==> src/core/vlan_qos_pkg.sv <==
package vlan_qos_pkg;

  localparam int VID_W  = 12;
  localparam int PCP_W  = 3;
  localparam int Q_W    = 2;
  localparam int NQ     = 4;
  localparam int WGT_W  = 7;
  localparam int PC_W   = 21;

  localparam logic [VID_W-1:0] VID_MIN  = 12'h001;
  localparam logic [VID_W-1:0] VID_MAX  = 12'hFFE;

  localparam logic [7:0] OFS_GLOBAL = 8'h00;
  localparam logic [7:0] OFS_DROPS  = 8'h04;
  localparam logic [7:0] OFS_TAGMAP = 8'h20;
  localparam logic [7:0] OFS_REMARK = 8'h24;
  localparam logic [7:0] OFS_WEIGHT = 8'h28;
  localparam logic [7:0] OFS_SCHED  = 8'h2C;
  localparam logic [3:0] PORT_PAGE  = 4'h1;
  localparam logic [1:0] VLAN_PAGE  = 2'h1;

  localparam int GBL_VLAN_EN   = 0;
  localparam int GBL_FILTER    = 1;
  localparam int GBL_TAG_AWARE = 2;
  localparam int GBL_TAG_ONLY  = 3;
  localparam int PC_EMODE_LSB  = 12;
  localparam int PC_QMODE_LSB  = 14;
  localparam int PC_PRIO_LSB   = 16;
  localparam int PC_REWRITE    = 18;
  localparam int PC_RX10       = 19;
  localparam int PC_TX10       = 20;
  localparam int VE_MEMB_LSB   = 12;
  localparam int VE_VALID      = 31;
  localparam int SC_STRICT_Q2  = 0;
  localparam int SC_STRICT_Q3  = 1;
  localparam int SC_QOS_EN     = 2;

  localparam logic [3:0]      GLOBAL_RST = 4'h0;
  localparam logic [PC_W-1:0] PORT_RST   = 21'h0_0001;
  localparam logic [15:0]     TAGMAP_RST = 16'hFA50;
  localparam logic [11:0]     REMARK_RST = 12'hD10;
  localparam logic [27:0]     WEIGHT_RST = 28'h020_4081;
  localparam logic [2:0]      SCHED_RST  = 3'h0;

  typedef enum logic [1:0] {EGR_UNMOD, EGR_UNTAG, EGR_TAG, EGR_RETAG}
    egress_mode_t;
  typedef enum logic [1:0] {QOS_OFF, QOS_PORT_PRIORITY_MODE, QOS_TAG,
    QOS_RSVD} qos_mode_t;
  typedef enum logic [1:0] {ACT_KEEP, ACT_STRIP, ACT_INSERT, ACT_REPLACE}
    tag_action_t;

endpackage : vlan_qos_pkg

==> src/core/vlan_qos_core.sv <==
`timescale 1ns/1ps
module vlan_qos_core #(
  parameter  int NPORTS = 4,
  parameter  int NVLAN  = 8,
  localparam int PW     = $clog2(NPORTS),
  localparam int VW     = $clog2(NVLAN)
) (
  input  wire logic                           i_sys_clk,
  input  wire logic                           i_rst,
  input  wire logic [7:0]                     i_avs_address,
  input  wire logic                           i_avs_read,
  input  wire logic                           i_avs_write,
  input  wire logic [31:0]                    i_avs_writedata,
  input  wire logic [3:0]                     i_avs_byteenable,
  output logic      [31:0]                    o_avs_readdata,
  output logic                                o_avs_waitrequest,
  input  wire logic                           i_frm_valid,
  input  wire logic [PW-1:0]                  i_frm_in_port,
  input  wire logic [PW-1:0]                  i_frm_out_port,
  input  wire logic                           i_frm_tagged,
  input  wire logic [vlan_qos_pkg::VID_W-1:0] i_frm_vid,
  input  wire logic [vlan_qos_pkg::PCP_W-1:0] i_frm_pcp,
  output logic                                o_dec_valid,
  output logic                                o_dec_drop,
  output logic      [1:0]                     o_dec_action,
  output logic      [vlan_qos_pkg::VID_W-1:0] o_dec_vid,
  output logic      [vlan_qos_pkg::PCP_W-1:0] o_dec_pcp,
  output logic      [vlan_qos_pkg::Q_W-1:0]   o_dec_queue,
  input  wire logic                           i_sched_req,
  input  wire logic [vlan_qos_pkg::NQ-1:0]    i_q_pending,
  output logic                                o_grant_valid,
  output logic      [vlan_qos_pkg::Q_W-1:0]   o_grant_queue,
  output logic      [NPORTS-1:0]              o_rx_rate_10m,
  output logic      [NPORTS-1:0]              o_tx_rate_10m
);
  import vlan_qos_pkg::*;

  // register bus, one wait cycle per access
  logic              wait_q;
  logic [31:0]       rdata_q;
  logic [3:0]        gbl_q;
  logic [15:0]       drops_q;
  logic [15:0]       tagmap_q;
  logic [11:0]       remark_q;
  logic [27:0]       weight_q;
  logic [2:0]        sched_q;
  logic [PC_W-1:0]   pcfg_q [NPORTS];
  logic [31:0]       ve_q   [NVLAN];

  wire               bus_req  = i_avs_read | i_avs_write;
  wire               wr_go    = i_avs_write & ~wait_q &
                                (i_avs_byteenable == 4'hF);
  wire [PW-1:0]      port_idx = i_avs_address[PW+1:2];
  wire [VW-1:0]      vlan_idx = i_avs_address[VW+1:2];
  wire               port_hit = (i_avs_address[7:4] == PORT_PAGE) &&
                                ({1'b0, i_avs_address[3:2]} < 3'(NPORTS));
  wire               vlan_hit = (i_avs_address[7:6] == VLAN_PAGE) &&
                                ({1'b0, i_avs_address[5:2]} < 5'(NVLAN));
  wire               wr_gbl   = wr_go && (i_avs_address == OFS_GLOBAL);
  wire               wr_drops = wr_go && (i_avs_address == OFS_DROPS);
  wire               wr_tmap  = wr_go && (i_avs_address == OFS_TAGMAP);
  wire               wr_rmk   = wr_go && (i_avs_address == OFS_REMARK);
  wire               wr_wgt   = wr_go && (i_avs_address == OFS_WEIGHT);
  wire               wr_sched = wr_go && (i_avs_address == OFS_SCHED);
  wire [VID_W-1:0]   wr_pvid  = i_avs_writedata[VID_W-1:0];
  wire               pvid_ok  = (wr_pvid >= VID_MIN) && (wr_pvid <= VID_MAX);
  wire [31:0]        ve_mask  = (32'h0000_0001 << VE_VALID) |
                                ((32'h0000_0001 << (VE_MEMB_LSB + NPORTS)) -
                                 (32'h0000_0001 << VE_MEMB_LSB)) |
                                32'h0000_0FFF;
  wire [31:0]        port_word = 32'(pcfg_q[port_idx]);
  wire [31:0]        vlan_word = ve_q[vlan_idx];
  wire [31:0]        rd_word   =
    port_hit                        ? port_word :
    vlan_hit                        ? vlan_word :
    (i_avs_address == OFS_GLOBAL)   ? 32'(gbl_q) :
    (i_avs_address == OFS_DROPS)    ? 32'(drops_q) :
    (i_avs_address == OFS_TAGMAP)   ? 32'(tagmap_q) :
    (i_avs_address == OFS_REMARK)   ? 32'(remark_q) :
    (i_avs_address == OFS_WEIGHT)   ? 32'(weight_q) :
    (i_avs_address == OFS_SCHED)    ? 32'(sched_q) : 32'h0000_0000;

  // a zero weight would starve its queue, so that field keeps its value
  logic [27:0] wgt_new;
  logic [NQ-1:0] wgt_nz;
  genvar gq;
  for (gq = 0; gq < NQ; gq++) begin : g_wgt
    wire [WGT_W-1:0] wfield = i_avs_writedata[WGT_W*gq +: WGT_W];
    assign wgt_new[WGT_W*gq +: WGT_W] = (wfield != 7'h00) ? wfield :
                                        weight_q[WGT_W*gq +: WGT_W];
    assign wgt_nz[gq] = weight_q[WGT_W*gq +: WGT_W] != 7'h00;
  end

  always_ff @(posedge i_sys_clk) begin
    if (i_rst) begin
      wait_q  <= 1'b1;
      rdata_q <= 32'h0000_0000;
    end else begin
      wait_q <= ~(bus_req & wait_q);
      if (bus_req & wait_q) begin
        rdata_q <= rd_word;
      end
    end
  end

  always_ff @(posedge i_sys_clk) begin
    if (i_rst) begin
      gbl_q    <= GLOBAL_RST;
      tagmap_q <= TAGMAP_RST;
      remark_q <= REMARK_RST;
      weight_q <= WEIGHT_RST;
      sched_q  <= SCHED_RST;
    end else begin
      if (wr_gbl)   gbl_q    <= i_avs_writedata[3:0];
      if (wr_tmap)  tagmap_q <= i_avs_writedata[15:0];
      if (wr_rmk)   remark_q <= i_avs_writedata[11:0];
      if (wr_wgt)   weight_q <= wgt_new;
      if (wr_sched) sched_q  <= i_avs_writedata[2:0];
    end
  end

  genvar gp;
  for (gp = 0; gp < NPORTS; gp++) begin : g_port
    wire wr_this = wr_go && port_hit && (port_idx == PW'(gp));
    always_ff @(posedge i_sys_clk) begin
      if (i_rst) begin
        pcfg_q[gp] <= PORT_RST;
      end else if (wr_this) begin
        pcfg_q[gp][PC_W-1:VID_W] <= i_avs_writedata[PC_W-1:VID_W];
        if (pvid_ok) begin
          pcfg_q[gp][VID_W-1:0] <= wr_pvid;
        end
      end
    end
    // independent rate per direction and port
    assign o_rx_rate_10m[gp] = pcfg_q[gp][PC_RX10];
    assign o_tx_rate_10m[gp] = pcfg_q[gp][PC_TX10];
    a_pvid_range: assert property (@(posedge i_sys_clk) disable iff (i_rst)
      pcfg_q[gp][VID_W-1:0] >= VID_MIN && pcfg_q[gp][VID_W-1:0] <= VID_MAX)
      else $error("port default vid out of range");
  end

  genvar ge;
  for (ge = 0; ge < NVLAN; ge++) begin : g_vtab
    wire wr_this = wr_go && vlan_hit && (vlan_idx == VW'(ge));
    always_ff @(posedge i_sys_clk) begin
      if (i_rst) begin
        ve_q[ge] <= 32'h0000_0000;
      end else if (wr_this) begin
        ve_q[ge] <= i_avs_writedata & ve_mask;
      end
    end
  end

  assign o_avs_readdata    = rdata_q;
  assign o_avs_waitrequest = wait_q;

  // frame decision, one cycle from descriptor to answer
  wire               vlan_en   = gbl_q[GBL_VLAN_EN];
  wire [PC_W-1:0]    in_cfg    = pcfg_q[i_frm_in_port];
  wire [PC_W-1:0]    out_cfg   = pcfg_q[i_frm_out_port];
  wire [VID_W-1:0]   in_pvid   = in_cfg[VID_W-1:0];
  wire [VID_W-1:0]   cls_vid   = (gbl_q[GBL_TAG_AWARE] && i_frm_tagged) ?
                                 i_frm_vid : in_pvid;
  logic [NVLAN-1:0]  in_memb;
  logic [NVLAN-1:0]  out_memb;
  for (ge = 0; ge < NVLAN; ge++) begin : g_look
    wire hit = ve_q[ge][VE_VALID] && (ve_q[ge][VID_W-1:0] == cls_vid);
    wire [NPORTS-1:0] memb = ve_q[ge][VE_MEMB_LSB +: NPORTS];
    assign in_memb[ge]  = hit && memb[i_frm_in_port];
    assign out_memb[ge] = hit && memb[i_frm_out_port];
  end
  wire in_member  = |in_memb;
  wire out_member = |out_memb;
  wire drop_w     = vlan_en && ((gbl_q[GBL_TAG_ONLY] && !i_frm_tagged) ||
                    (gbl_q[GBL_FILTER] && !in_member) ||
                    !out_member);

  wire qos_mode_t    in_qmode  = qos_mode_t'(in_cfg[PC_QMODE_LSB +: 2]);
  wire [Q_W-1:0]     port_prio = in_cfg[PC_PRIO_LSB +: Q_W];
  wire [Q_W-1:0]     tag_queue = tagmap_q[{i_frm_pcp, 1'b0} +: Q_W];
  wire [Q_W-1:0]     queue_w   =
    (in_qmode == QOS_PORT_PRIORITY_MODE) ? port_prio :
    (in_qmode == QOS_TAG) ? (i_frm_tagged ? tag_queue : port_prio)
                          : 2'h0;
  wire [PCP_W-1:0]   remark_pcp = remark_q[PCP_W*queue_w +: PCP_W];
  wire egress_mode_t out_emode  = egress_mode_t'(out_cfg[PC_EMODE_LSB +: 2]);
  wire               rewrite_en = out_cfg[PC_REWRITE];

  tag_action_t action_w;
  always_comb begin
    action_w = ACT_KEEP;
    if (vlan_en) begin
      case (out_emode)
        EGR_UNMOD: action_w = ACT_KEEP;
        EGR_UNTAG: action_w = i_frm_tagged ? ACT_STRIP : ACT_KEEP;
        EGR_TAG:   action_w = i_frm_tagged ? ACT_KEEP : ACT_INSERT;
        EGR_RETAG: action_w = i_frm_tagged ? ACT_REPLACE : ACT_INSERT;
        default:   action_w = ACT_KEEP;
      endcase
    end
  end

  wire new_tag = (action_w == ACT_INSERT) || (action_w == ACT_REPLACE);
  wire [VID_W-1:0] vid_w = new_tag ? in_pvid : i_frm_vid;
  wire [PCP_W-1:0] pcp_w =
    (action_w == ACT_INSERT) ? remark_pcp :
    ((action_w == ACT_REPLACE) && rewrite_en) ? remark_pcp :
    i_frm_pcp;

  logic            dvalid_q;
  logic            ddrop_q;
  logic [1:0]      daction_q;
  logic [VID_W-1:0] dvid_q;
  logic [PCP_W-1:0] dpcp_q;
  logic [Q_W-1:0]  dqueue_q;
  wire             count_drop = i_frm_valid && drop_w;

  always_ff @(posedge i_sys_clk) begin
    if (i_rst) begin
      dvalid_q  <= 1'b0;
      ddrop_q   <= 1'b0;
      daction_q <= 2'h0;
      dvid_q    <= 12'h000;
      dpcp_q    <= 3'h0;
      dqueue_q  <= 2'h0;
    end else begin
      dvalid_q <= i_frm_valid;
      if (i_frm_valid) begin
        ddrop_q   <= drop_w;
        daction_q <= action_w;
        dvid_q    <= vid_w;
        dpcp_q    <= pcp_w;
        dqueue_q  <= queue_w;
      end
    end
  end

  // a drop in the clearing cycle is counted, not lost
  always_ff @(posedge i_sys_clk) begin
    if (i_rst) begin
      drops_q <= 16'h0000;
    end else if (wr_drops) begin
      drops_q <= count_drop ? 16'h0001 : 16'h0000;
    end else if (count_drop) begin
      drops_q <= drops_q + 16'h0001;
    end
  end

  assign o_dec_valid  = dvalid_q;
  assign o_dec_drop   = ddrop_q;
  assign o_dec_action = daction_q;
  assign o_dec_vid    = dvid_q;
  assign o_dec_pcp    = dpcp_q;
  assign o_dec_queue  = dqueue_q;

  a_tag_only_drop: assert property (@(posedge i_sys_clk) disable iff (i_rst)
    i_frm_valid && vlan_en && gbl_q[GBL_TAG_ONLY] && !i_frm_tagged
    |=> o_dec_valid && o_dec_drop)
    else $error("untagged frame passed in tagged-only mode");
  a_filter_drop: assert property (@(posedge i_sys_clk) disable iff (i_rst)
    i_frm_valid && vlan_en && gbl_q[GBL_FILTER] && !in_member
    |=> o_dec_drop)
    else $error("non-member frame passed the ingress filter");
  a_vlan_off_pass: assert property (@(posedge i_sys_clk) disable iff (i_rst)
    i_frm_valid && !vlan_en
    |=> !o_dec_drop && o_dec_action == ACT_KEEP &&
        o_dec_vid == $past(i_frm_vid))
    else $error("frame altered with vlan function off");
  a_unmod_keep: assert property (@(posedge i_sys_clk) disable iff (i_rst)
    i_frm_valid && vlan_en && out_emode == EGR_UNMOD
    |=> o_dec_action == ACT_KEEP && o_dec_pcp == $past(i_frm_pcp))
    else $error("unmodified egress changed the tag");
  a_untag_strip: assert property (@(posedge i_sys_clk) disable iff (i_rst)
    i_frm_valid && vlan_en && i_frm_tagged && out_emode == EGR_UNTAG
    |=> o_dec_action == ACT_STRIP)
    else $error("untagged egress kept a tag");
  a_retag_vid: assert property (@(posedge i_sys_clk) disable iff (i_rst)
    i_frm_valid && vlan_en && out_emode == EGR_RETAG
    |=> o_dec_vid == $past(in_pvid) && o_dec_action[1])
    else $error("retagged egress without default vid");
  a_port_prio: assert property (@(posedge i_sys_clk) disable iff (i_rst)
    i_frm_valid && in_qmode == QOS_PORT_PRIORITY_MODE
    |=> o_dec_queue == $past(port_prio))
    else $error("port priority mode gave wrong queue");

  // scheduler: strict queues first, then weighted round robin
  logic [Q_W-1:0]   cur_q;
  logic [WGT_W-1:0] cnt_q;
  logic             gvalid_q;
  logic [Q_W-1:0]   gqueue_q;
  wire              qos_en = sched_q[SC_QOS_EN];
  wire [NQ-1:0]     smask  = qos_en ? {sched_q[SC_STRICT_Q3],
                             sched_q[SC_STRICT_Q2], 2'b00} : 4'h0;
  wire [NQ-1:0]     sp_pend  = i_q_pending & smask;
  wire [NQ-1:0]     eligible = i_q_pending & ~smask;
  wire              stay     = eligible[cur_q] && (cnt_q != 7'h00);

  logic             nxt_found;
  logic [Q_W-1:0]   nxt_q;
  logic [Q_W-1:0]   cand;
  always_comb begin
    nxt_found = 1'b0;
    nxt_q     = cur_q;
    cand      = cur_q;
    for (int k = 1; k <= NQ; k++) begin
      cand = cur_q + Q_W'(k);
      if (!nxt_found && eligible[cand]) begin
        nxt_found = 1'b1;
        nxt_q     = cand;
      end
    end
  end

  // without qos every queue counts as weight one, plain round robin
  wire [WGT_W-1:0] nxt_wgt = qos_en ? weight_q[WGT_W*nxt_q +: WGT_W] :
                             7'h01;

  always_ff @(posedge i_sys_clk) begin
    if (i_rst) begin
      cur_q    <= 2'h0;
      cnt_q    <= 7'h00;
      gvalid_q <= 1'b0;
      gqueue_q <= 2'h0;
    end else begin
      gvalid_q <= 1'b0;
      if (i_sched_req) begin
        if (sp_pend[3]) begin
          gvalid_q <= 1'b1;
          gqueue_q <= 2'h3;
        end else if (sp_pend[2]) begin
          gvalid_q <= 1'b1;
          gqueue_q <= 2'h2;
        end else if (stay) begin
          gvalid_q <= 1'b1;
          gqueue_q <= cur_q;
          cnt_q    <= cnt_q - 7'h01;
        end else if (nxt_found) begin
          gvalid_q <= 1'b1;
          gqueue_q <= nxt_q;
          cur_q    <= nxt_q;
          cnt_q    <= nxt_wgt - 7'h01;
        end
      end
    end
  end

  assign o_grant_valid = gvalid_q;
  assign o_grant_queue = gqueue_q;

  a_weight_nonzero: assert property (@(posedge i_sys_clk) disable iff (i_rst)
    &wgt_nz)
    else $error("scheduler weight of zero");
  a_strict_first: assert property (@(posedge i_sys_clk) disable iff (i_rst)
    i_sched_req && (sp_pend != 4'h0)
    |=> o_grant_valid && o_grant_queue[1])
    else $error("strict queue not served first");
  a_strict_order: assert property (@(posedge i_sys_clk) disable iff (i_rst)
    i_sched_req && sp_pend[3] && sp_pend[2]
    |=> o_grant_queue == 2'h3)
    else $error("lower strict queue served before higher");
  a_wrr_burst: assert property (@(posedge i_sys_clk) disable iff (i_rst)
    i_sched_req && (sp_pend == 4'h0) && stay
    |=> o_grant_valid && o_grant_queue == $past(cur_q))
    else $error("round robin left queue with credit");

endmodule : vlan_qos_core

==> config.mk <==
export PLATFORM = sky130hd
export DESIGN_NAME = vlan_qos_core
export DESIGN_NICKNAME = d
export VERILOG_FILES = /design/src/core/vlan_qos_pkg.sv /design/src/core/vlan_qos_core.sv
export SDC_FILE = /design/constraint.sdc
export NUM_CORES = 1
export LEC_CHECK = 0
export BUFFER_PORTS_ARGS = -buffer_cell sky130_fd_sc_hd__buf_2
export CAP_MARGIN = 20
export CORE_MARGIN = 2
export CORE_UTILIZATION = 41
export CTS_CLUSTER_DIAMETER = 60
export DETAILED_ROUTE_END_ITERATION = 10
export GPL_ROUTABILITY_DRIVEN = 1
export MAX_ROUTING_LAYER = met4
export SETUP_SLACK_MARGIN = 0.5
export SYNTH_ARGS = -nofsm -noshare
export SYNTH_HDL_FRONTEND = slang
export SYNTH_SLANG_ARGS = --single-unit
==> constraint.sdc <==
create_clock -name i_sys_clk -period 3.5 [get_ports i_sys_clk]
set_input_delay 0.175 -clock i_sys_clk [delete_from_list [all_inputs] [get_ports i_sys_clk]]
set_output_delay 0.175 -clock i_sys_clk [all_outputs]
set_load 0.01 [all_outputs]
-- Word-level counts from Yosys, hierarchy flattened
Memory sizes are Yosys's and may differ from the RTL's.
Index checks and enable logic that the tools add are counted.
W data, S select, Z words.
- flip-flop bits (word level): 145
- latch bits: 0
- RAM bits: 220
- memory bits (read-only): 0
- output and inout bits: 65
- memories kept: 2
- memories (memory ; depth ; width ; read ports ; clocked after memory_dff ; write ports ; line ; RTL):
    ve_q ; 8 ; 17 ; 9 ; 0 ; 8 ; vlan_qos_core.sv:48 ; logic [31:0] ve_q [NVLAN];
    pcfg_q ; 4 ; 21 ; 7 ; 0 ; 4 ; vlan_qos_core.sv:47 ; logic [PC_W-1:0] pcfg_q [NPORTS];
- $add $sub $neg: 6
- multipliers: 2
- div/mod/pow operators: 0
- order comparisons: 9
- equality and inequality tests: 33
- shift operators: 3
- muxes and demuxes: 150
- bitwise gates (word level): 29
- reduce and logical (&&, ||, !) cells: 87
- operators with widths (cell ; number):
    $mux W28 ; 5
    $mux W17 ; 8
    $eq A12 B12 Y1 ; 8
    $mux W1 ; 82
    $mux W12 ; 6
    $mux W32 ; 2
    $logic_and A1 B1 Y1 ; 56
    $bmux W1 S2 ; 20
    $mux W9 ; 4
    $reduce_bool A7 Y1 ; 5
    $eq A8 B6 Y1 const B ; 4
    $mux W16 ; 2
    $shiftx A28 B6 Y7 ; 1
    $mux W2 ; 13
    $mux W7 ; 3
    $lt A2 B3 Y1 const B ; 6
    $or A1 B1 Y1 ; 17
    $add A16 B1 Y16 const B ; 1
    $reduce_or A8 Y1 ; 2
    $shiftx A16 B5 Y2 ; 1
    $eq A2 B2 Y1 const B ; 7
    $sub A7 B1 Y7 const B ; 2
    $eq A3 B3 Y1 const B ; 4
    $ge A12 B1 Y1 const B ; 1
    31 further kinds ; 59

-- Logic depth before layout (Yosys ltp)
Gate-level depths: netlist (run 1).
- depth after elaboration: 21
- gate-level depth with buffers: 15

-- Least setup slack after synthesis (run 1)
OpenSTA, ideal clock, no wires.
- kind: register to register
- start: register cur_q[0]
- end: register cnt_q[6]
- setup time: 0.070 ns
- arrival: 3.353 ns
- required time: 3.430 ns
- path slack: 0.077 ns
- cell stages (with the launch flop): 15
- buffers on the path: 2
- clock period less this slack: 3.423 ns
- cell sequence: dfxtp_1 -> clkbuf_1 -> mux2_2 -> a221o_1 -> a211o_1 -> nand2_1 -> buf_2 -> mux2i_1 -> a21oi_1 -> o22ai_1 -> ha_1 -> nand2_1 -> or3_1 -> mux2_2 -> a21oi_1
- cells in the longest elaborated chain, start to end: 19
- elaborated cells between the ends (all ways): 34
- those cells by class: add/sub (4); mul (1); shift (1); mux (19); reduce/logical (9)
- ends and longest elaborated chain (item ; line ; RTL):
    start: declaration ; vlan_qos_core.sv:288 ; logic [Q_W-1:0] cur_q;
    start signal: assignment ; vlan_qos_core.sv:341 ; cur_q <= nxt_q;
    $add A2 B1 Y2 ; vlan_qos_core.sv:307 ; cand = cur_q + Q_W'(k);
    $bmux W1 S2 ; vlan_qos_core.sv:308 ; if (!nxt_found && eligible[cand]) begin
    $mux W1 (implied by the code) ; vlan_qos_core.sv:308 ;
    $mux W1 ; vlan_qos_core.sv:308 ;
    $logic_not A1 Y1 ; vlan_qos_core.sv:308 ;
    $logic_and A1 B1 Y1 ; vlan_qos_core.sv:308 ;
    $mux W1 ; vlan_qos_core.sv:308 ;
    $logic_not A1 Y1 ; vlan_qos_core.sv:308 ;
    [3 not listed] ; n/a ;
    $logic_and A1 B1 Y1 ; vlan_qos_core.sv:308 ;
    $mux W2 ; vlan_qos_core.sv:308 ;
    $mul A3 B2 Y5 ; vlan_qos_core.sv:316 ; wire [WGT_W-1:0] nxt_wgt = qos_en ? weight_q[WGT_W*nxt_q +: WGT_W] :
    $shiftx A28 B6 Y7 ; vlan_qos_core.sv:316 ;
    $mux W7 ; vlan_qos_core.sv:316 ;
    $sub A7 B1 Y7 ; vlan_qos_core.sv:342 ; cnt_q <= nxt_wgt - 7'h01;
    $mux W7 ; vlan_qos_core.sv:338 ; end else if (nxt_found) begin
    $mux W7 ; vlan_qos_core.sv:334 ; end else if (stay) begin
    end signal: assignment ; vlan_qos_core.sv:337 ; cnt_q <= cnt_q - 7'h01;
    end signal: assignment ; vlan_qos_core.sv:342 ;
    end: declaration ; vlan_qos_core.sv:289 ; logic [WGT_W-1:0] cnt_q;
Several ways; a longest one is shown, not always the timed one. The select of a mux whose other input is x is not followed.
A chain may end at the register's enable or synchronous reset.

-- Worst setup path after layout (run 1)
- start: register gbl_q[2]
- end: register drops_q[14]
- cells in the longest elaborated chain, start to end: 13
- elaborated cells between the ends (all ways): 44
- those cells by class: eq/ne (8); mux (1); reduce/logical (35)
- ends and longest elaborated chain (item ; line ; RTL):
    start: declaration ; vlan_qos_core.sv:41 ; logic [3:0] gbl_q;
    start signal: assignment ; vlan_qos_core.sv:114 ; if (wr_gbl) gbl_q <= i_avs_writedata[3:0];
    $logic_and A1 B1 Y1 * ; vlan_qos_core.sv:163 ; wire [VID_W-1:0] cls_vid = (gbl_q[GBL_TAG_AWARE] && i_frm_tagged) ?
    $mux W12 * ; vlan_qos_core.sv:163 ;
    $eq A12 B12 Y1 ; vlan_qos_core.sv:168 ; wire hit = ve_q[ge][VE_VALID] && (ve_q[ge][VID_W-1:0] == cls_vid);
    $logic_and A1 B1 Y1 ; vlan_qos_core.sv:168 ;
    $logic_and A1 B1 Y1 ; vlan_qos_core.sv:170 ; assign in_memb[ge] = hit && memb[i_frm_in_port];
    $reduce_or A8 Y1 ; vlan_qos_core.sv:173 ; wire in_member = |in_memb;
    $logic_not A1 Y1 ; vlan_qos_core.sv:176 ; (gbl_q[GBL_FILTER] && !in_member) ||
    $logic_and A1 B1 Y1 ; vlan_qos_core.sv:176 ;
    $logic_or A1 B1 Y1 ; vlan_qos_core.sv:175 ; wire drop_w = vlan_en && ((gbl_q[GBL_TAG_ONLY] && !i_frm_tagged) ||
    $logic_or A1 B1 Y1 * ; vlan_qos_core.sv:176 ;
    $logic_and A1 B1 Y1 * ; vlan_qos_core.sv:175 ;
    $logic_and A1 B1 Y1 * ; vlan_qos_core.sv:217 ; wire count_drop = i_frm_valid && drop_w;
    $reduce_bool A2 Y1 (no source line) * ; n/a ;
    end signal: assignment ; vlan_qos_core.sv:244 ; drops_q <= count_drop ? 16'h0001 : 16'h0000;
    end signal: assignment ; vlan_qos_core.sv:246 ; drops_q <= drops_q + 16'h0001;
    end: declaration ; vlan_qos_core.sv:42 ; logic [15:0] drops_q;
Every way passes the cells marked *; elsewhere a longest branch is shown, timed or not.

==> results_tabular.tex, run 1 <==
\begin{tabular}{lr}
\hline
Metric & Value \\
\hline
\multicolumn{2}{l}{\textbf{Outcome}} \\
Result of the run & complete, no violations \\
\multicolumn{2}{l}{\textbf{CTS}} \\
CTS tree & built \\
Clock Pin Slew Worst Setup and Hold Paths & 0.06 ns \\
CTS H-tree depth & 2 \\
Clock latency reported for the late side of the worst-skew pair & 0.56 ns \\
Clock Tree Buf Depth & 3 \\
Root cell of the clock tree & sky130\_fd\_sc\_hd\_\_clkbuf\_16 \\
Number of sinks driven by the clock tree & 362 \\
Clock buffers created by TritonCTS & 41 \\
\multicolumn{2}{l}{\textbf{Synthesis}} \\
Fraction of registers with async set or reset after synthesis & 0\% \\
Mean instance size in the synthesized netlist & 11.0 um2 \\
Prevailing post-synth register cell & sky130\_fd\_sc\_hd\_\_edfxtp\_1 \\
Post-synth EDFFs & 220 \\
Top cell type by total area after synthesis & sky130\_fd\_sc\_hd\_\_edfxtp\_1 \\
Count leader, synth & sky130\_fd\_sc\_hd\_\_and2\_1 \\
Top area cells in the synthesized netlist & sky130\_fd\_sc\_hd\_\_edfxtp\_1, sky130\_fd\_sc\_hd\_\_dfxtp\_1, sky130\_fd\_sc\_hd\_\_mux4\_2, sky130\_fd\_sc\_hd\_\_and2\_1, sky130\_fd\_sc\_hd\_\_mux2i\_1 \\
Syn. warnings & 0 \\
Synthesized flop and latch total & 362 \\
Top cell type's share of synthesized area & 33.8\% \\
Synth top cells by count & sky130\_fd\_sc\_hd\_\_and2\_1, sky130\_fd\_sc\_hd\_\_edfxtp\_1, sky130\_fd\_sc\_hd\_\_nand2\_1 \\
Proportion of synthesized chip area in sequential cells & 48.3\% \\
Post-synthesis instance area & 19600 um2 \\
Number of instances in the synthesized netlist & 1778 \\
Number of distinct standard cells referenced by the synthesized netlist & 76 \\
\multicolumn{2}{l}{\textbf{Global routing}} \\
Met1 global-route usage & 35.5\% \\
Wire length of the first global-routing pass & 97200 um \\
GRT Resource Usage Total & 27.1\% \\
Initial antenna violation count & 1 \\
Peak-usage layer in the global routing report & met2 \\
Fraction of met2 tracks used by global routing & 42.3\% \\
Grt ovf & 0 \\
Number of global-route vias before repair & 15000 \\
Global-route track usage on met3 & 4.54\% \\
Largest net degree at the start of global routing & 110 \\
\multicolumn{2}{l}{\textbf{Timing}} \\
Total count of max-transition violations in the final report & 0 \\
Final period utilization & 93.5\% \\
Total of endpoints with negative setup slack in the final report & 0 \\
Relative slew slack & 18.5\% \\
Count of endpoints failing hold in the final timing report & 0 \\
Worst-margin pin slew & 1.22 ns \\
WHS & 0.0188 ns \\
Setup repair after global routing missed its margin & true \\
Period minus WS final & 3.27 ns \\
Worst Skew & 0.0134 ns \\
Highest Clock Rate & 0.306 GHz \\
Setup TNS & 0 ns \\
\multicolumn{2}{l}{\textbf{Setup path}} \\
Largest fanout of any net on the critical path & 31 \\
Critical register-to-register path startpoint & gbl\_q[2] \\
Number of cells on the worst reg-to-reg path & 14 \\
Startpoint-to-endpoint class of the critical path & reg -> reg \\
Worst Path Required & 3.99 ns \\
Worst reg-to-reg setup slack & 0.23 ns \\
Arrival time worst endpoint & 3.76 ns \\
Endpoint of the most critical register-to-register path & drops\_q[14] \\
Sort of element at the start of the critical path & flip-flop \\
Critical Path Sink Type & flip-flop \\
\multicolumn{2}{l}{\textbf{Die}} \\
Horizontal die dimension & 222 um \\
Height of the chip & 222 um \\
Cell Rows & 80 \\
Top-level port count & 139 \\
Die area & 49500 um2 \\
Initial core utilization & 41.2\% \\
Core area & 47400 um2 \\
\multicolumn{2}{l}{\textbf{Cells and area}} \\
Area growth, synth to finish & 19.4\% \\
Sequential Area & 9460 um2 \\
Layout fillers & 4267 \\
Nets & 2039 \\
Multi-input logic area & 9700 um2 \\
Share of layout cells above drive strength 1 & 25.1\% \\
Finished Core Util & 49.2\% \\
Number of diodes & 0 \\
\multicolumn{2}{l}{\textbf{Drt}} \\
Starting DRT DRC Count & 2105 \\
DR vias & 15700 \\
Detailed-routing iteration count for the pre-antenna-repair pass & 5 \\
Post-detailed-route wirelength per cell & 25.4 um \\
ANT nets after route & 0 \\
DRC violation count after routing & 0 \\
Drt total wl & 66300 um \\
Via-to-Cell Ratio & 6.01 \\
\multicolumn{2}{l}{\textbf{Power and ir drop}} \\
Lkg Pwr & 8.66 nW \\
P per Cell Area & 493 nW/um2 \\
Final total power & 11.5 mW \\
Worst-case vdd ir drop & 0.300 mV \\
\multicolumn{2}{l}{\textbf{Min path}} \\
Tightest Hold Check Type & in -> reg \\
Hold path startpoint & i\_q\_pending[1] \\
Hold-critical path depth & 3 \\
Hold path endpoint & o\_grant\_valid \\
\multicolumn{2}{l}{\textbf{Place}} \\
Placed wire-length estimate after detailed placement & 46500 um \\
Port-buffer cells & 132 \\
Global placer's final weighted congestion & 0.985 \\
\multicolumn{2}{l}{\textbf{Flow run}} \\
Max-cap check violation count & 0 \\
\hline
\end{tabular}
worst max-delay path, stage by stage (launching register included):
cell and delay [ns]:
sky130_fd_sc_hd__dfxtp_4 0.37, sky130_fd_sc_hd__a21bo_1 0.18, sky130_fd_sc_hd__buf_4 0.19, sky130_fd_sc_hd__o221ai_4 0.35
sky130_fd_sc_hd__buf_4 0.21, sky130_fd_sc_hd__xor2_1 0.23, sky130_fd_sc_hd__nor3_2 0.06, sky130_fd_sc_hd__nand4_1 0.16
sky130_fd_sc_hd__o32ai_2 0.11, sky130_fd_sc_hd__nor4_2 0.26, sky130_fd_sc_hd__buf_4 0.15, sky130_fd_sc_hd__a211oi_4 0.04
sky130_fd_sc_hd__buf_12 0.17, sky130_fd_sc_hd__or4_4 0.52, sky130_fd_sc_hd__a21oi_2 0.14
logic make-up after synthesis:
logic type / count (synthesis) / synth area share, %
AND/OR/NAND/NOR: 688 / 18.3
flip-flops: 362 / 48.3
AO/OA/AOI/OAI: 310 / 11.4
buffers and inverters: 162 / 3.75
multiplexers: 161 / 14.0
XOR/XNOR: 92 / 4.12
adder cells (fa/ha/maj): 2 / 0.128
other: 1 / 0.0192
area by class of cell:
type | instances | area share [%]
inverter | 22 | 0.354
multi-input combinational | 1257 | 41.5
sequential | 362 | 40.5
clock inverter | 19 | 0.996
timing repair buffer | 279 | 8.31
clock buffer | 54 | 5.05
tap | 615 | 3.29
layer usage:
layer | vias to the layer above | share of wire, %
met2 | 803 | 47
met4 | 0 | 4.0
li1 | 6946 | -
met1 | 7774 | 41
met3 | 150 | 8.4
met5 | - | 0
worst max path at each step:
stage / cells past startpoint / end / slack [ns] / start
6_report: 14 / drops_q[14] / 0.23 / gbl_q[2]
5_1_grt: 13 / drops_q[1] / 0.09 / gbl_q[2]
4_1_cts: 14 / drops_q[11] / 0.29 / pcfg_q[3][2]
3_5_place_dp: 14 / drops_q[11] / 0.01 / i_frm_in_port[0]
3_3_place_gp: 14 / drops_q[14] / 0.08 / i_frm_in_port[0]
2_1_floorplan: 14 / cnt_q[6] / 0.27 / cur_q[0]
sequential cells by signal, indices dropped and copies added, names as in the netlist:
| register | cells |
|---|---|
| o_grant_queue | 2 |
| ve_q | 136 |
| o_dec_vid | 12 |
| o_dec_drop | 1 |
| gbl_q | 4 |
| o_grant_valid | 1 |
| drops_q | 16 |
| o_avs_readdata | 29 |
| pcfg_q | 84 |
| cnt_q | 7 |
| tagmap_q | 16 |
| o_avs_waitrequest | 1 |
| o_dec_action | 2 |
| weight_q | 28 |
| o_dec_pcp | 3 |
| remark_q | 12 |
| o_dec_queue | 2 |
| cur_q | 2 |
| sched_q | 3 |
| o_dec_valid | 1 |
report_power, final:
| part | switching, mW | internal, mW |
|---|---|---|
| combinational | 1.21 | 0.950 |
| sequential | 0.142 | 4.68 |
| clock | 1.84 | 2.70 |
through the flow:
stage / instance area, um2 / worst slack, ns / instances
floorplan: 19600 / 0.275 / 1780
global placement: 21300 / 0.0774 / 2486
detailed placement: 21300 / 0.0117 / 2488
CTS: 23100 / 0.289 / 2594
global route: 23400 / 0.0923 / 2608
finish: 23400 / 0.227 / 2608
placed cells by master, fill, tap and decap left out, types with 6 or more instances in the layout:
cell                            netlist  final
sky130_fd_sc_hd__buf_12               0      9
sky130_fd_sc_hd__o221ai_4             6      7
sky130_fd_sc_hd__a21oi_1             89     83
sky130_fd_sc_hd__xnor2_1             40     40
sky130_fd_sc_hd__or3_1               14     13
sky130_fd_sc_hd__nor3_2               2      8
sky130_fd_sc_hd__xor2_1              52     50
sky130_fd_sc_hd__nor3_1              33     27
sky130_fd_sc_hd__edfxtp_1           220    220
sky130_fd_sc_hd__nand4_1             21     21
sky130_fd_sc_hd__inv_1               21     21
sky130_fd_sc_hd__and3_1              13     12
sky130_fd_sc_hd__nor4_1              15     12
sky130_fd_sc_hd__clkbuf_1           101      7
sky130_fd_sc_hd__clkbuf_16            0     45
sky130_fd_sc_hd__nor2b_1             12     11
sky130_fd_sc_hd__mux2_2               9      8
sky130_fd_sc_hd__a311oi_1            12     12
sky130_fd_sc_hd__o211ai_1            21     21
sky130_fd_sc_hd__dfxtp_1            142    140
sky130_fd_sc_hd__dlygate4sd3_1        0     13
sky130_fd_sc_hd__nand2b_1            17     17
sky130_fd_sc_hd__mux2i_1             62     62
sky130_fd_sc_hd__buf_2                7    131
sky130_fd_sc_hd__a21oi_2              0      6
sky130_fd_sc_hd__and2_1             223    223
sky130_fd_sc_hd__a22oi_1             37     37
sky130_fd_sc_hd__a211oi_1            32     25
sky130_fd_sc_hd__buf_4               13    120
sky130_fd_sc_hd__nand2_1            165    163
sky130_fd_sc_hd__mux4_2              87     87
sky130_fd_sc_hd__o21ai_0             32     24
sky130_fd_sc_hd__o21ai_1              7     13
sky130_fd_sc_hd__nor2_1             102    102
sky130_fd_sc_hd__a211oi_2             1      7
sky130_fd_sc_hd__nand3_1             51     49
what timing repair did:
action | in CTS | in global routing
hold buffers | 13 | 0
setup endpoints to repair | 21 | 23
hold endpoints to repair | 30 | 0
gates resized for setup | 16 | 34
gates cloned | 1 | 0
pin swaps | 15 | 16
buffers inserted | 19 | 12
No activity file was read; power rests on OpenSTA's default activity.
==> inputs of run 2 (changes only) <==
CORE_UTILIZATION = 50   (was 41)
GPL_TIMING_DRIVEN = 0   (was unset)
PLACE_DENSITY = 0.71   (was unset)
SLEW_MARGIN = 20   (was unset)
==> run 2 against run 1 <==
Effect of this change:
- the run now ends with setup timing left
- clock-buffer cell count shrank 1
- hold slack lost 0.0063 ns
- via count grew 7.9%
- critical path type unchanged
==> results_tabular.tex, run 2 (same netlist as run 1, synthesis figures left out) <==
\begin{tabular}{lr}
\hline
Metric & Value \\
\hline
\multicolumn{2}{l}{\textbf{Drt}} \\
Via-to-Cell Ratio & 6.57 \\
Drt total wl & 72500 um \\
Post-detailed-route wirelength per cell & 28.1 um \\
DR vias & 16900 \\
DRC violation count after routing & 0 \\
Detailed-routing iteration count for the pre-antenna-repair pass & 7 \\
ANT nets after route & 0 \\
Starting DRT DRC Count & 2114 \\
\multicolumn{2}{l}{\textbf{Cells and area}} \\
Nets & 2100 \\
Number of non-filler instances in the completed layout & 2576 \\
Most flop-heavy register & ve\_q \\
Max FFs per register & 136 \\
Final Cell Area & 23600 um2 \\
Most common cell after layout, fill and taps aside & sky130\_fd\_sc\_hd\_\_and2\_1 \\
Share of layout cells above drive strength 1 & 24.4\% \\
Commonest cells after routing, fill and taps aside & sky130\_fd\_sc\_hd\_\_and2\_1, sky130\_fd\_sc\_hd\_\_edfxtp\_1, sky130\_fd\_sc\_hd\_\_nand2\_1 \\
Area growth, synth to finish & 20.9\% \\
\multicolumn{2}{l}{\textbf{Min path}} \\
Tightest Hold Check Type & in -> reg \\
Hold path startpoint & i\_avs\_writedata[31] \\
Hold-critical path depth & 2 \\
\multicolumn{2}{l}{\textbf{Timing}} \\
WHS & 0.0125 ns \\
Total of endpoints with negative setup slack in the final report & 17 \\
Count of endpoints failing hold in the final timing report & 0 \\
Setup TNS & -5.02 ns \\
Highest Clock Rate & 0.260 GHz \\
Setup repair after global routing missed its margin & true \\
Final period utilization & 110\% \\
Relative slew slack & 20.6\% \\
Post-layout worst setup margin & -0.341 ns \\
Total count of max-transition violations in the final report & 0 \\
Period minus WS final & 3.84 ns \\
Worst-margin pin slew & 1.19 ns \\
Worst Skew & 0.0240 ns \\
\multicolumn{2}{l}{\textbf{Place}} \\
Cells after DPL & 2435 \\
Placed wire-length estimate after detailed placement & 52700 um \\
Area after DPL & 21100 um2 \\
Port-buffer cells & 122 \\
Worst setup slack after placement & -1.17 ns \\
Global placer's final weighted congestion & 1.10 \\
\multicolumn{2}{l}{\textbf{Global routing}} \\
Grt ovf & 0 \\
Met1 global-route usage & 45.6\% \\
Peak-usage layer in the global routing report & met2 \\
Initial antenna violation count & 5 \\
Global-route track usage on met3 & 9.59\% \\
Largest net degree at the start of global routing & 18 \\
GRT Resource Usage Total & 36.0\% \\
Fraction of met2 tracks used by global routing & 53.2\% \\
Wire length of the first global-routing pass & 105000 um \\
Number of global-route vias before repair & 16000 \\
\multicolumn{2}{l}{\textbf{CTS}} \\
Clock Pin Slew Worst Setup and Hold Paths & 0.06 ns \\
Clock Tree Buf Depth & 3 \\
Root cell of the clock tree & sky130\_fd\_sc\_hd\_\_clkbuf\_16 \\
Clock latency reported for the late side of the worst-skew pair & 0.57 ns \\
CTS tree & built \\
CTS H-tree depth & 2 \\
Number of sinks driven by the clock tree & 362 \\
Clock buffers created by TritonCTS & 41 \\
\multicolumn{2}{l}{\textbf{Setup path}} \\
Largest fanout of any net on the critical path & 7 \\
Critical path startpoint & gbl\_q[2] \\
Number of cells on the worst reg-to-reg path & 14 \\
Startpoint-to-endpoint class of the critical path & reg -> reg \\
Arrival time worst endpoint & 4.29 ns \\
Critical register-to-register path startpoint & gbl\_q[2] \\
Sort of element at the start of the critical path & flip-flop \\
Critical Path Sink Type & flip-flop \\
Worst Path Required & 3.95 ns \\
\multicolumn{2}{l}{\textbf{Power and ir drop}} \\
P per Cell Area & 489 nW/um2 \\
Power spent charging and discharging nets & 3.35 mW \\
Cell Int Power & 8.22 mW \\
Clock share of power & 37.5\% \\
Switching share of power & 29.0\% \\
Worst-case vdd ir drop & 0.281 mV \\
Combinational cell fraction of total power & 21.1\% \\
Lkg Pwr & 8.65 nW \\
Sequential share of power & 41.5\% \\
\multicolumn{2}{l}{\textbf{Die}} \\
Top-level port count & 139 \\
Die area & 40700 um2 \\
Horizontal die dimension & 202 um \\
Core area & 38600 um2 \\
Initial core utilization & 50.6\% \\
Cell Rows & 72 \\
Height of the chip & 202 um \\
\multicolumn{2}{l}{\textbf{Outcome}} \\
Violations in the final reports & setup timing \\
Result of the run & finished with violations \\
\multicolumn{2}{l}{\textbf{Flow run}} \\
Max-cap check violation count & 0 \\
\hline
\end{tabular}
[run 2: cell type report]
type / count / area (um2)
repair buffers: 200 / 1370
diodes: 3 / 7.51
well taps: 518 / 648
multi-input cells: 1257 / 10000
plain buffers: 140 / 718
flip-flops and latches: 362 / 9450
clock buffers: 53 / 1130
clock inverters: 21 / 195
fillers: 3099 / 15000
inverters: 22 / 82.6
[run 2: path summary, 6_finish.rpt]
| check | to | slack [ns] |
|---|---|---|
| setup / recovery | drops_q[1] | -0.34 |
| hold / removal | ve_q[0][16] | 0.01 |
| setup reg to reg | drops_q[1] | -0.34 |
| hold reg to reg | o_avs_readdata[22] | 0.45 |
[run 2: critical path, stage by stage (launching register included)]
cell and delay (ns):
sky130_fd_sc_hd__dfxtp_2 0.33, sky130_fd_sc_hd__buf_6 0.13, sky130_fd_sc_hd__and2_4 0.13, sky130_fd_sc_hd__a222oi_1 0.80, sky130_fd_sc_hd__buf_4 0.29, sky130_fd_sc_hd__xor2_1 0.08, sky130_fd_sc_hd__nor4_1 0.20, sky130_fd_sc_hd__nand4_1 0.29
sky130_fd_sc_hd__o32ai_2 0.43, sky130_fd_sc_hd__nor4_4 0.11, sky130_fd_sc_hd__a211oi_4 0.38, sky130_fd_sc_hd__buf_6 0.20, sky130_fd_sc_hd__buf_8 0.12, sky130_fd_sc_hd__mux2i_1 0.17, sky130_fd_sc_hd__nor2_1 0.05
[run 2: through the flow]
step	utilization [%]	total power [mW]
after floorplan	-	6.01
after global placement	54.0	6.55
after detailed placement	54.6	6.61
after CTS	60.3	11.2
after global routing	61.2	11.9
final	61.2	11.6
[run 2: repair_timing]
item                       in CTS  in global routing
hold buffers                   17                  0
gates resized for setup        89                 48
setup endpoints to repair     230                 71
hold endpoints to repair       39                  0
pin swaps                      41                 33
gates cloned                    2                  0
buffers inserted               30                 15
[run 2: metal layers]
layer	wire length, um	vias up
met3	9340	319
met2	32000	1322
li1	-	7084
met1	26300	8193
met4	4870	0
met5	0	-
[run 2: power groups by stage]
stage | clock [mW] | sequential, mW | combinational, mW
2_1_floorplan | 0 | 4.85 | 1.16
3_3_place_gp | 0 | 4.87 | 1.68
3_5_place_dp | 0 | 4.88 | 1.73
4_1_cts | 4.32 | 4.79 | 2.12
5_1_grt | 4.50 | 4.81 | 2.55
6_report | 4.33 | 4.80 | 2.44
==> inputs of run 3 (changes only) <==
CORE_MARGIN = 8   (was 2)
PLACE_DENSITY = 0.68   (was 0.71)
clock period = 4.99 ns   (was 3.5 ns; I/O delays follow)
==> run 3 against run 2 <==
Effect of this change:
- the run now ends clean
- sequential cell count unchanged
- global-route usage down 3.1 points
- sequential share of layout area up 1.7 points
- clock power fell by 23%
- clock-buffer cell count grew 6
- design area decreased by 4.2%
- worst setup slack improved by 0.91 ns
- die area rose by 12%
- final cell count down 2.3%
- sequential power down 30%
- clock skew fell by 0.012 ns
- hold slack gained 0.0072 ns
- largest cell class unchanged
- highest routed layer unchanged
==> results_tabular.tex, run 3 (same netlist as run 1, synthesis figures left out) <==
\begin{tabular}{lr}
\hline
Metric & Value \\
\hline
\multicolumn{2}{l}{\textbf{Flow run}} \\
Max-cap check violation count & 0 \\
\multicolumn{2}{l}{\textbf{Drt}} \\
ANT nets after route & 0 \\
Drt total wl & 73600 um \\
Starting DRT DRC Count & 2200 \\
Post-detailed-route wirelength per cell & 29.2 um \\
DR vias & 16200 \\
DRC violation count after routing & 0 \\
Via-to-Cell Ratio & 6.44 \\
Detailed-routing iteration count for the pre-antenna-repair pass & 5 \\
\multicolumn{2}{l}{\textbf{Timing}} \\
Worst Skew & 0.0116 ns \\
WHS & 0.0197 ns \\
Final period utilization & 88.5\% \\
Total count of max-transition violations in the final report & 0 \\
Highest Clock Rate & 0.226 GHz \\
Setup repair after global routing missed its margin & false \\
Relative slew slack & 26.5\% \\
Count of endpoints failing hold in the final timing report & 0 \\
Total of endpoints with negative setup slack in the final report & 0 \\
Setup TNS & 0 ns \\
Period minus WS final & 4.42 ns \\
Worst-margin pin slew & 1.10 ns \\
\multicolumn{2}{l}{\textbf{Cells and area}} \\
Number of non-filler instances in the completed layout & 2517 \\
Share of layout cells above drive strength 1 & 18.3\% \\
Area growth, synth to finish & 15.9\% \\
Sequential Area & 9450 um2 \\
Multi-input logic area & 9520 um2 \\
Most common cell after layout, fill and taps aside & sky130\_fd\_sc\_hd\_\_and2\_1 \\
Nets & 2042 \\
Max FFs per register & 136 \\
Commonest cells after routing, fill and taps aside & sky130\_fd\_sc\_hd\_\_and2\_1, sky130\_fd\_sc\_hd\_\_edfxtp\_1, sky130\_fd\_sc\_hd\_\_nand2\_1 \\
Layout fillers & 3245 \\
Most flop-heavy register & ve\_q \\
\multicolumn{2}{l}{\textbf{Setup path}} \\
Cells along the critical path & buf\_2 > a21oi\_1 > a222oi\_1 > buf\_2 > xor2\_1 > a2111oi\_1 > nand3\_1 > o221ai\_1 > nor4\_2 > a211oi\_4 > buf\_6 > buf\_6 > mux2i\_1 > nor2\_1 \\
Endpoint of the most critical register-to-register path & drops\_q[1] \\
CP max stage cell & sky130\_fd\_sc\_hd\_\_a222oi\_1 \\
Critical register-to-register path startpoint & gbl\_q[2] \\
WP buf/inv & 4 \\
Arrival time worst endpoint & 4.86 ns \\
Worst Path Required & 5.44 ns \\
Startpoint-to-endpoint class of the critical path & reg -> reg \\
Number of cells on the worst reg-to-reg path & 14 \\
Worst reg-to-reg setup slack & 0.57 ns \\
Largest fanout of any net on the critical path & 10 \\
Critical Path Sink Type & flip-flop \\
Family with the most delay on the worst path & compound AO/OA/AOI/OAI gates \\
Sort of element at the start of the critical path & flip-flop \\
Critical path's largest stage delay & 0.72 ns \\
\multicolumn{2}{l}{\textbf{Global routing}} \\
Peak-usage layer in the global routing report & met2 \\
Wire length of the first global-routing pass & 105000 um \\
Largest net degree at the start of global routing & 15 \\
GRT Resource Usage Total & 33.0\% \\
Number of global-route vias before repair & 15400 \\
Global-route track usage on met3 & 6.45\% \\
Initial antenna violation count & 4 \\
Fraction of met2 tracks used by global routing & 49.8\% \\
Met1 global-route usage & 42.8\% \\
Grt ovf & 0 \\
\multicolumn{2}{l}{\textbf{Die}} \\
Height of the chip & 214 um \\
Initial core utilization & 50.6\% \\
Core area & 38600 um2 \\
Top-level port count & 139 \\
Horizontal die dimension & 214 um \\
Cell Rows & 72 \\
Die area & 45700 um2 \\
\multicolumn{2}{l}{\textbf{Min path}} \\
Tightest Hold Check Type & in -> reg \\
Hold path endpoint & weight\_q[17] \\
Hold path startpoint & i\_avs\_writedata[17] \\
Hold-critical path depth & 3 \\
\multicolumn{2}{l}{\textbf{Power and ir drop}} \\
P per Cell Area & 350 nW/um2 \\
Worst-case vdd ir drop & 0.234 mV \\
Final total power & 7.92 mW \\
Lkg Pwr & 8.26 nW \\
\multicolumn{2}{l}{\textbf{Place}} \\
Global placer's final weighted congestion & 1.06 \\
Cells after DPL & 2429 \\
Port-buffer cells & 122 \\
Placed wire-length estimate after detailed placement & 56000 um \\
\multicolumn{2}{l}{\textbf{CTS}} \\
Clock Pin Slew Worst Setup and Hold Paths & 0.06 ns \\
Clock buffers created by TritonCTS & 43 \\
Root cell of the clock tree & sky130\_fd\_sc\_hd\_\_clkbuf\_16 \\
Clock latency reported for the late side of the worst-skew pair & 0.58 ns \\
CTS H-tree depth & 2 \\
Number of sinks driven by the clock tree & 362 \\
Clock Tree Buf Depth & 3 \\
CTS tree & built \\
\multicolumn{2}{l}{\textbf{Outcome}} \\
Result of the run & complete, no violations \\
\hline
\end{tabular}
[run 3: changes by cell type in the layout (fill, tap and decap cells not counted), moves of 8 or more]
cell / delta
sky130_fd_sc_hd__buf_6: -15
sky130_fd_sc_hd__clkbuf_16: +8
sky130_fd_sc_hd__buf_4: -38
sky130_fd_sc_hd__clkbuf_1: +11
sky130_fd_sc_hd__clkbuf_2: -10
sky130_fd_sc_hd__a211oi_1: +9
[run 3: repair_timing]
action,4_1_cts,5_1_grt
endpoints found under the hold margin,10,0
setup buffers,0,0
resized for setup,0,1
endpoints found under the setup margin,0,9
hold buffers,10,0
[run 3: metrics by stage]
stage | area (um2) | setup WS (ns) | utilization, %
final | 22700 | 0.573 | 58.6
after global routing | 22700 | 0.539 | 58.6
after CTS | 22600 | 0.641 | 58.5
after detailed placement | 21000 | 0.494 | 54.5
after global placement | 20800 | -0.721 | 53.9
after floorplan | 19600 | 1.57 | -
[run 3: layout make-up]
cell class                      count  area share [%]
Clock inverter                     16           0.850
Clock buffer                       59            5.67
Multi-Input combinational cell   1256            42.0
Sequential cell                   362            41.7
Antenna cell                        3          0.0331
Tap cell                          518            2.86
Inverter                           22           0.364
Timing Repair Buffer              141            3.65
Buffer                            140            2.88
[run 3: how the worst max path moves through the flow]
stage,depth (start not counted),endpoint,slack [ns],from
5_1_grt,14,drops_q[1],0.54,gbl_q[2]
2_1_floorplan,14,cnt_q[6],1.57,cur_q[0]
6_report,14,drops_q[1],0.57,gbl_q[2]
3_5_place_dp,15,drops_q[1],0.49,i_frm_in_port[1]
4_1_cts,14,drops_q[1],0.64,gbl_q[2]
3_3_place_gp,6,pcfg_q[3][1],-0.72,i_avs_address[2]
[run 3: worst min-delay path, stage by stage]
cell	delay (ns)
sky130_fd_sc_hd__buf_2	0.13
sky130_fd_sc_hd__a22oi_1	0.09
sky130_fd_sc_hd__nor2_1	0.08
[run 3: routing by layer]
metal	vias to the layer above	wire length, um
met5	-	0
met4	0	3700
met3	190	7590
met2	1002	33400
met1	8057	28900
li1	6968	-
[run 3: power breakdown]
group	total, mW	switching [mW]	internal [mW]
registers	3.36	0.0810	3.28
logic	1.24	0.790	0.454
clock network	3.32	1.31	2.01
total	7.92	2.18	5.74
